File: src/verilog/msir_params.svh
// Purpose: constants for the motion sensor interrupt router
// Assumes: 8-bit register port, byte addresses as printed
// Notes: definitions only
`ifndef MSIR_PARAMS_SVH
`define MSIR_PARAMS_SVH
`define MSIR_ADDR_SOURCE 8'h0c
`define MSIR_ADDR_ENABLE 8'h2d
`define MSIR_ADDR_ROUTING 8'h2e
`define MSIR_BIT_SLEEP_WAKE 7
`define MSIR_BIT_TRANSIENT 5
`define MSIR_BIT_ORIENTATION 4
`define MSIR_BIT_PULSE 3
`define MSIR_BIT_FALL_MOTION 2
`define MSIR_BIT_SAMPLE_READY 0
`define MSIR_SRC_MASK 8'hbd
`define MSIR_RESET_ENABLE 8'h00
`define MSIR_RESET_ROUTING 8'h00
`define MSIR_RESET_POLARITY 1'b0
`endif

File: src/verilog/msir_pkg.sv
// Purpose: types for the motion sensor interrupt router
// Assumes: nothing
// Notes: constants live in msir_params.svh
package msir_pkg;
    typedef logic [7:0] msir_byte_t;
endpackage : msir_pkg

File: src/verilog/msir_pin_drv.sv
// Purpose: one interrupt pin: combine routed sources, apply polarity
// Assumes: flags and settings synchronous to core_clk
// Notes: output comes from a flip-flop
`timescale 1ns/1ps
`default_nettype none
module msir_pin_drv
    import msir_pkg::*;
(
    // clock and reset
    input wire logic core_clk,
    input wire logic resetn,
    // selection
    input wire logic [7:0] gated_flags,
    input wire logic [7:0] select_mask,
    input wire logic irq_polarity,
    // pin
    output logic pin_level
);
    typedef struct packed {
        logic pin;
    } msir_pin_state_t;
    msir_pin_state_t st_q;
    msir_pin_state_t st_d;
    logic active;
    always_comb begin
        active = |(gated_flags & select_mask);
        st_d.pin = irq_polarity ? active : ~active;
    end
    always_ff @(posedge core_clk or negedge resetn) begin
        if (!resetn) begin
            st_q.pin <= 1'b1;
        end else begin
            st_q <= st_d;
        end
    end
    assign pin_level = st_q.pin;
    // first edge after a release still shows the reset level, so skip it
    a_pin_follows: assert property (@(posedge core_clk) disable iff (!resetn)
        $past(resetn) |-> pin_level == ($past(irq_polarity) ? $past(active) : !$past(active)))
        else $error("pin level does not follow routed flags");
endmodule : msir_pin_drv
`default_nettype wire

File: src/verilog/msir_router.sv
// Purpose: interrupt enable, routing and pin drive of a motion sensor
// Assumes: simple synchronous 8-bit register port, one write per cycle
// Notes: detection blocks are outside; their flags arrive as inputs
`timescale 1ns/1ps
`default_nettype none
`include "msir_params.svh"
// What this block does
// - disabled source never reaches a pin
// - enable bits sit at fixed positions
// - enable bits reset to zero
// - routing zero picks second pin, one first
// - routing bits mirror enable positions
// - routing bits reset to zero
// - pin ORs all routed enabled sources
// - polarity bit zero means active low
module msir_router
    import msir_pkg::*;
(
    // clock and reset
    input wire logic core_clk,
    input wire logic resetn,
    // register port
    input wire logic reg_wr,
    input wire logic reg_rd,
    input wire logic [7:0] reg_addr,
    input wire logic [7:0] reg_wdata,
    output logic [7:0] reg_rdata,
    // polarity setting held elsewhere
    input wire logic irq_polarity,
    // event flags from detection blocks, at source bit positions
    input wire logic [7:0] event_flags,
    // interrupt pins
    output logic irq_pin_first,
    output logic irq_pin_second
);
    typedef struct packed {
        msir_byte_t enable;
        msir_byte_t routing;
        msir_byte_t rdata;
    } msir_state_t;
    msir_state_t st_q;
    msir_state_t st_d;
    msir_byte_t gated;
    msir_byte_t source;
    msir_byte_t en_map;
    msir_byte_t route_map;

    // named views of the two registers, one bit per source
    logic en_sleep_wake;
    logic en_transient;
    logic en_orientation;
    logic en_pulse;
    logic en_fall_motion;
    logic en_sample_ready;
    logic route_sleep_wake;
    logic route_transient;
    logic route_orientation;
    logic route_pulse;
    logic route_fall_motion;
    logic route_sample_ready;
    assign en_sleep_wake = st_q.enable[`MSIR_BIT_SLEEP_WAKE];
    assign en_transient = st_q.enable[`MSIR_BIT_TRANSIENT];
    assign en_orientation = st_q.enable[`MSIR_BIT_ORIENTATION];
    assign en_pulse = st_q.enable[`MSIR_BIT_PULSE];
    assign en_fall_motion = st_q.enable[`MSIR_BIT_FALL_MOTION];
    assign en_sample_ready = st_q.enable[`MSIR_BIT_SAMPLE_READY];
    assign route_sleep_wake = st_q.routing[`MSIR_BIT_SLEEP_WAKE];
    assign route_transient = st_q.routing[`MSIR_BIT_TRANSIENT];
    assign route_orientation = st_q.routing[`MSIR_BIT_ORIENTATION];
    assign route_pulse = st_q.routing[`MSIR_BIT_PULSE];
    assign route_fall_motion = st_q.routing[`MSIR_BIT_FALL_MOTION];
    assign route_sample_ready = st_q.routing[`MSIR_BIT_SAMPLE_READY];

    // rebuilt from the named bits so reserved positions can never gate or steer
    always_comb begin
        en_map = 8'h00;
        en_map[`MSIR_BIT_SLEEP_WAKE] = en_sleep_wake;
        en_map[`MSIR_BIT_TRANSIENT] = en_transient;
        en_map[`MSIR_BIT_ORIENTATION] = en_orientation;
        en_map[`MSIR_BIT_PULSE] = en_pulse;
        en_map[`MSIR_BIT_FALL_MOTION] = en_fall_motion;
        en_map[`MSIR_BIT_SAMPLE_READY] = en_sample_ready;
        route_map = 8'h00;
        route_map[`MSIR_BIT_SLEEP_WAKE] = route_sleep_wake;
        route_map[`MSIR_BIT_TRANSIENT] = route_transient;
        route_map[`MSIR_BIT_ORIENTATION] = route_orientation;
        route_map[`MSIR_BIT_PULSE] = route_pulse;
        route_map[`MSIR_BIT_FALL_MOTION] = route_fall_motion;
        route_map[`MSIR_BIT_SAMPLE_READY] = route_sample_ready;
    end

    // mask and bit positions live apart in the header; refuse a mismatch
    localparam msir_byte_t SRC_POS_MASK = msir_byte_t'((1 << `MSIR_BIT_SLEEP_WAKE)
        | (1 << `MSIR_BIT_TRANSIENT) | (1 << `MSIR_BIT_ORIENTATION)
        | (1 << `MSIR_BIT_PULSE) | (1 << `MSIR_BIT_FALL_MOTION)
        | (1 << `MSIR_BIT_SAMPLE_READY));
    if (SRC_POS_MASK != `MSIR_SRC_MASK) begin : g_bad_mask
        $error("source mask disagrees with source bit positions");
    end

    always_comb begin
        st_d = st_q;
        source = event_flags & `MSIR_SRC_MASK;
        gated = source & en_map;
        if (reg_wr) begin
            case (reg_addr)
                `MSIR_ADDR_ENABLE: begin
                    st_d.enable = reg_wdata & `MSIR_SRC_MASK;
                end
                `MSIR_ADDR_ROUTING: begin
                    st_d.routing = reg_wdata & `MSIR_SRC_MASK;
                end
                default: begin
                end
            endcase
        end
        if (reg_rd) begin
            case (reg_addr)
                `MSIR_ADDR_SOURCE: st_d.rdata = gated;
                `MSIR_ADDR_ENABLE: st_d.rdata = st_q.enable;
                `MSIR_ADDR_ROUTING: st_d.rdata = st_q.routing;
                default: st_d.rdata = 8'h00;
            endcase
        end
    end

    always_ff @(posedge core_clk or negedge resetn) begin
        if (!resetn) begin
            st_q.enable <= `MSIR_RESET_ENABLE;
            st_q.routing <= `MSIR_RESET_ROUTING;
            st_q.rdata <= 8'h00;
        end else begin
            st_q <= st_d;
        end
    end
    assign reg_rdata = st_q.rdata;

    // same driver for both pins keeps their timing identical
    msir_pin_drv u_pin_first (
        .core_clk(core_clk),
        .resetn(resetn),
        .gated_flags(gated),
        .select_mask(route_map),
        .irq_polarity(irq_polarity),
        .pin_level(irq_pin_first)
    );
    msir_pin_drv u_pin_second (
        .core_clk(core_clk),
        .resetn(resetn),
        .gated_flags(gated),
        .select_mask(~route_map),
        .irq_polarity(irq_polarity),
        .pin_level(irq_pin_second)
    );

    // pins register the polarity of the cycle before, hence $past on it
    a_disabled_quiet: assert property (@(posedge core_clk) disable iff (!resetn)
        (st_q.enable == 8'h00) |=> (irq_pin_first == !$past(irq_polarity)
        && irq_pin_second == !$past(irq_polarity)))
        else $error("disabled sources drove a pin");

    a_reserved_zero: assert property (@(posedge core_clk) disable iff (!resetn)
        ((st_q.enable & 8'h42) == 8'h00) && ((st_q.routing & 8'h42) == 8'h00))
        else $error("reserved bit set");

    a_enable_write: assert property (@(posedge core_clk) disable iff (!resetn)
        (reg_wr && reg_addr == `MSIR_ADDR_ENABLE) |=> st_q.enable == ($past(reg_wdata) & 8'hbd))
        else $error("enable write lost");

    a_route_write: assert property (@(posedge core_clk) disable iff (!resetn)
        (reg_wr && reg_addr == `MSIR_ADDR_ROUTING) |=> st_q.routing == ($past(reg_wdata) & 8'hbd))
        else $error("routing write lost");

    a_route_exclusive: assert property (@(posedge core_clk) disable iff (!resetn)
        (irq_polarity && $stable(irq_polarity) && (gated & st_q.routing) == 8'h00
        && gated != 8'h00) |=> (!irq_pin_first && irq_pin_second))
        else $error("routing to wrong pin");

    a_source_read: assert property (@(posedge core_clk) disable iff (!resetn)
        (reg_rd && reg_addr == `MSIR_ADDR_SOURCE) |=> reg_rdata == $past(gated))
        else $error("source read wrong");

    a_low_active: assert property (@(posedge core_clk) disable iff (!resetn)
        (!irq_polarity && (gated & st_q.routing) != 8'h00) |=> !irq_pin_first)
        else $error("active low pin not low");

    a_pin_release: assert property (@(posedge core_clk) disable iff (!resetn)
        (irq_polarity && gated == 8'h00) |=> (!irq_pin_first && !irq_pin_second))
        else $error("pin not released");

    a_reset_clear: assert property (@(posedge core_clk) disable iff (!resetn)
        $rose(resetn) |-> (st_q.enable == `MSIR_RESET_ENABLE
        && st_q.routing == `MSIR_RESET_ROUTING))
        else $error("settings not cleared by reset");

    a_enable_read: assert property (@(posedge core_clk) disable iff (!resetn)
        (reg_rd && reg_addr == `MSIR_ADDR_ENABLE) |=> reg_rdata == $past(st_q.enable))
        else $error("enable read wrong");

    a_route_read: assert property (@(posedge core_clk) disable iff (!resetn)
        (reg_rd && reg_addr == `MSIR_ADDR_ROUTING) |=> reg_rdata == $past(st_q.routing))
        else $error("routing read wrong");

    a_other_write: assert property (@(posedge core_clk) disable iff (!resetn)
        (reg_wr && reg_addr != `MSIR_ADDR_ENABLE && reg_addr != `MSIR_ADDR_ROUTING)
        |=> ($stable(st_q.enable) && $stable(st_q.routing)))
        else $error("foreign write changed settings");

    a_first_high: assert property (@(posedge core_clk) disable iff (!resetn)
        (irq_polarity && (gated & route_map) != 8'h00) |=> irq_pin_first)
        else $error("first pin not asserted");

    a_second_high: assert property (@(posedge core_clk) disable iff (!resetn)
        (irq_polarity && (gated & ~route_map) != 8'h00) |=> irq_pin_second)
        else $error("second pin not asserted");

    a_second_low: assert property (@(posedge core_clk) disable iff (!resetn)
        (!irq_polarity && (gated & ~route_map) != 8'h00) |=> !irq_pin_second)
        else $error("active low second pin not low");

    a_idle_high_level: assert property (@(posedge core_clk) disable iff (!resetn)
        (!irq_polarity && gated == 8'h00) |=> (irq_pin_first && irq_pin_second))
        else $error("active low pin not idle high");

    a_rdata_stands: assert property (@(posedge core_clk) disable iff (!resetn)
        !reg_rd |=> $stable(reg_rdata))
        else $error("read data changed without a read");
endmodule : msir_router
`default_nettype wire

File: config.mk
export PLATFORM = sky130hd
export DESIGN_NAME = msir_router
export DESIGN_NICKNAME = d
export VERILOG_FILES = /design/src/verilog/msir_pkg.sv /design/src/verilog/msir_pin_drv.sv /design/src/verilog/msir_router.sv
export VERILOG_INCLUDE_DIRS = /design/src /design/src/verilog
export SDC_FILE = /design/constraint.sdc
export NUM_CORES = 1
export LEC_CHECK = 0
export ABC_AREA = 0
export BUFFER_PORTS_ARGS = -buffer_cell sky130_fd_sc_hd__buf_2
export CORE_MARGIN = 2
export CORE_UTILIZATION = 52
export DETAILED_ROUTE_END_ITERATION = 8
export GPL_ROUTABILITY_DRIVEN = 0
export PLACE_DENSITY = 0.92
export SETUP_SLACK_MARGIN = 0.2
export SLEW_MARGIN = 20
export SYNTH_ARGS = -nofsm -noshare
export SYNTH_HDL_FRONTEND = slang
export SYNTH_SLANG_ARGS = --single-unit
File: constraint.sdc
create_clock -name core_clk -period 3.21 [get_ports core_clk]
set_input_delay 0.1605 -clock core_clk [delete_from_list [all_inputs] [get_ports core_clk]]
set_output_delay 0.1605 -clock core_clk [all_outputs]
set_load 0.005 [all_outputs]
## After elaboration in Yosys (flattened, before gate mapping)

Cells that the tools add are included.

| storage, ports and cells | value |
|---|---|
| input port bits | 29 |
| register bits after elaboration | 22 |
| output and inout bits | 10 |

| operators by class | value |
|---|---|
| reductions and logical operators | 4 |
| bitwise gates (word level) | 6 |
| mux-type cells | 3 |
| equality and inequality tests | 3 |

Operator list:

| operator | count |
|---|---|
| $and 8x8->8 | 3 |
| $pmux 8 s3 | 1 |
| $eq 8x6->1 const B | 2 |
| $reduce_or 8->1 | 2 |
| $eq 8x4->1 const B | 1 |
| $not 8->8 | 1 |
| $reduce_and 2->1 | 2 |
| $mux 1 | 2 |
| $not 1->1 | 2 |

## Longest topological paths before layout

| depth | value |
|---|---|
| depth after elaboration | 5 |
| mapped depth | 5 |

## Hierarchy

From an unflattened synthesis, not the netlist that was laid out.

| second synthesis, totals | value |
|---|---|
| cell total of the unflattened synthesis | 112 |
| area, all modules | 1290.0 sq um |

Modules (own cells, without submodules):

| module | instances | cells an instance | area each (sq um) |
|---|---|---|---|
| msir_router | 1 | 98 | 1137.3 |
| msir_pin_drv | 2 | 7 | 76.3 |

## Worst setup path after synthesis

No wires, ideal clock.

| path | value |
|---|---|
| kind | input -> register |
| start | input port reg_addr[4] |
| end | register st_q, in the netlist en_fall_motion |
| path slack | 1741 ps |
| path buffers | 1 |
| data required time | 3085 ps |
| stages | 5 |
| library setup time | 125 ps |
| data arrival time | 1344 ps |
| path through | or3_4 nor3_4 and3_1 buf_6 mux2_4 |

| on the way | value |
|---|---|
| word-level cells in the longest chain between the ends | 2 |

RTL lines:

| element | RTL line | source |
|---|---|---|
| start: declaration | msir_router.sv:25 | `input wire logic [7:0] reg_addr,` |
| $eq 8x6->1 | msir_router.sv:106 | `case (reg_addr)` |
| $reduce_and 2->1 (no source line) | n/a |  |
| end signal: assignment | msir_router.sv:133 | `st_q <= st_d;` |
| end: declaration | msir_router.sv:41 | `msir_state_t st_q;` |

No other way between the ends.
A chain may end at the register's enable or synchronous reset.

## Final worst setup path

| path | value |
|---|---|
| start | input port reg_addr[4] |
| end | register st_q, in the netlist en_map[0] |

Same word-level chain as after synthesis.

==> flow_metrics.tcl <==
set metrics [dict create \
    switching_share_pct 25.1 \
    rr_endpoint "u_pin_first.pin_level" \
    antenna_found_initial 0 \
    drive_above_1_share_pct 41.4 \
    synth_cells 94 \
    fin_skew_ns 0.00549 \
    dieArea_um2 2440 \
    hold_path_class "in2reg" \
    pwr-share-seq_pct 60.6 \
    cp_max_fo 6 \
    wirelength_um 2220 \
    hold-worst-slack_ns 0.0224 \
    drv_cap 0 \
    layoutNonFillerInstCount 155 \
    track_usage_pct 21.4 \
    yosysTopAreaCell "dfrtp_1" \
    n_antenna_cell 0 \
    stdcell_area_um2 1270 \
    cts_tree "yes" \
    final_nets 159 \
    synth_cell_type_count 28 \
    r2r_slack_ns 2.07 \
    clockBufferDepth 2 \
    crit_path_end_kind "flop" \
    avgSynthCellArea_um2 11.4 \
    globalRoute.totalOverflow 0 \
    grt_pass1_wl_um 3950 \
    placed_cell_area_um2 1240 \
    worstPathArrival_ns 1.68 \
    synth_seq_cells 20 \
    slew_violations 0 \
    wl_per_cell_um 14.3 \
    post_cts_buffers 0 \
    p_sw_uw 113 \
    grt_pass1_vias 893 \
    finalCriticalPeriod_ns 1.48 \
    dp_cells 151 \
    hold_depth 2 \
    avgViaCountPerCell 5.60 \
    synth_edf_count 0 \
    combPwrFrac_pct 13.4 \
    clockPowerShare_pct 26.1 \
    dp_hpwl_um 1830 \
    synth_flop_cell "dfrtp_1" \
    holdPathEnd "u_pin_second.pin_level" \
    first_pass_iters 4 \
    root_buffer "clkbuf_4" \
    rows 16 \
    fin_crit_sh_pct 46.2 \
    pwr_density_cell_nw_per_um2 354 \
    cts.clk_slew.worst_paths_ns 0.10 \
    netlist_area_um2 1070 \
    tns_ns 0 \
    cts_buffers 3 \
    hold_viol 0 \
    critical_path.startpoint_type "input pin" \
    port_buffers 32 \
    min_from "irq_polarity" \
    seq_area_frac_synth_pct 47.0 \
    p_leak_uw 0.000626 \
    drcViolationCount 0 \
    fmax_ghz 0.674 \
    required_ns 3.40 \
    ios 39 \
    detail-route-antenna-nets 0 \
    status "finished clean" \
    synth_area_leaders "dfrtp_1 42%, mux2_4 8.4%, mux2_2 6.3%" \
    yosysTopAreaCellShare_pct 42.1 \
    cts_num_sinks 20 \
    drt-initial-drc-count 17 \
    power.internal_uw 338 \
    via_count 868 \
    reg2reg_depth 3 \
    htreeDepth 1 \
    rsz0062_at_grt "false" \
    insertion_delay_ns 0.31 \
    die_h_um 49.4 \
    syn2layout_area_growth_pct 19.1 \
    grt_max_degree 21 \
    chipWidth_um 49.4 \
    synth.most_common_cell "dfrtp_1" \
    synthTopCellsByCount "18 x dfrtp_1, 9 x o22ai_1, 7 x nand2_1" \
    critPathKind "in2reg" \
    initial_core_util_pct 55.1 \
    yosysWarnings 0 \
    ir_worst_vdd_mv 0.322 \
    setup_viol 0 \
    synthArstFlopShare_pct 100 \
    coreArea_um2 1940 \
    r2r-start "en_map[3]" \
]
timing repair:
action | CTS | global route
resized for setup | 0 | 0
hold buffers | 1 | 0
endpoints found under the hold margin | 18 | 0
metal layers:
metal	global-route usage (%)	part of all wire [%]	vias up
met2	38.7	53	30
met5	0	0	-
met3	2.76	5.9	3
met4	8.57	1.2	0
met1	25.5	40	418
li1	-	-	417
layout by cell type, fill, tap and decap left out:
master	count
buf_2	32
dfrtp_1	18
o22ai_1	9
nand2_1	7
mux2_2	6
mux2_4	6
inv_1	6
a32oi_1	6
nand3_1	4
a21o_1	4
clkbuf_4	3
and3_1	2
xor2_1	2
nor3_1	2
nor3_4	2
nor2b_1	2
a22o_1	2
nor2_1	2
conb_1	2
dfstp_2	2
nand4_1	1
a311oi_1	1
nand3b_1	1
or3_4	1
nand2_2	1
and2_1	1
o21a_1	1
o211ai_1	1
dlygate4sd3_1	1
power groups by stage:
stage | clock, uW | combinational, uW | sequential (uW)
global route | 128 | 67.5 | 275
CTS | 118 | 60.7 | 273
detailed placement | 0 | 59.7 | 278
floorplan | 0 | 28.5 | 276
global placement | 0 | 56.7 | 277
finish | 118 | 60.3 | 273
registers in the layout, summed over array words and instances, names as in the netlist:
signal,count
reg_rdata,6
en_map,5
u_pin_first.pin_level,1
route_map,5
u_pin_second.pin_level,1
route_fall_motion,1
en_fall_motion,1
final cells by class:
| cell class | instances | area, um2 |
|---|---|---|
| fillers | 174 | 668 |
| multi-input cells | 66 | 522 |
| flip-flops and latches | 20 | 503 |
| repair buffers | 33 | 170 |
| well taps | 27 | 33.8 |
| clock buffers | 3 | 22.5 |
| inverters | 6 | 22.5 |
cells by family (layout without fill, tap and decap cells):
family	after synthesis	after routing	share of synthesized area, %
flops	20	20	47.0
buf+inv	9	42	4.56
simple gates	26	26	14.9
xor+xnor	2	2	1.64
mux	12	12	14.7
other cells	1	2	0.351
compound gates	24	24	16.8
through the flow:
| stage | setup slack (ns) | utilization (%) | total power (uW) |
|---|---|---|---|
| 2_1_floorplan | 1.74 | - | 304 |
| 3_3_place_gp | 1.43 | 63.9 | 333 |
| 3_5_place_dp | 1.40 | 63.9 | 338 |
| 4_1_cts | 1.72 | 65.6 | 452 |
| 5_1_grt | 1.69 | 65.6 | 470 |
| 6_report | 1.73 | 65.6 | 451 |
how the worst max path moves through the flow:
stage | start | endpoint | slack (ns) | cells after the start
floorplan | reg_addr[4] | en_fall_motion | 1.74 | 5
global placement | reg_addr[4] | en_fall_motion | 1.43 | 5
detailed placement | reg_addr[4] | en_map[0] | 1.40 | 5
CTS | reg_addr[4] | en_map[0] | 1.72 | 5
global route | reg_addr[4] | en_fall_motion | 1.69 | 5
finish | reg_addr[4] | en_map[0] | 1.73 | 5
critical path, cell delays in order:
cell,delay [ns]
buf_2,0.10
or3_4,0.41
nor3_4,0.22
and3_1,0.45
mux2_4,0.34
Power figures use the tool's default switching activity.
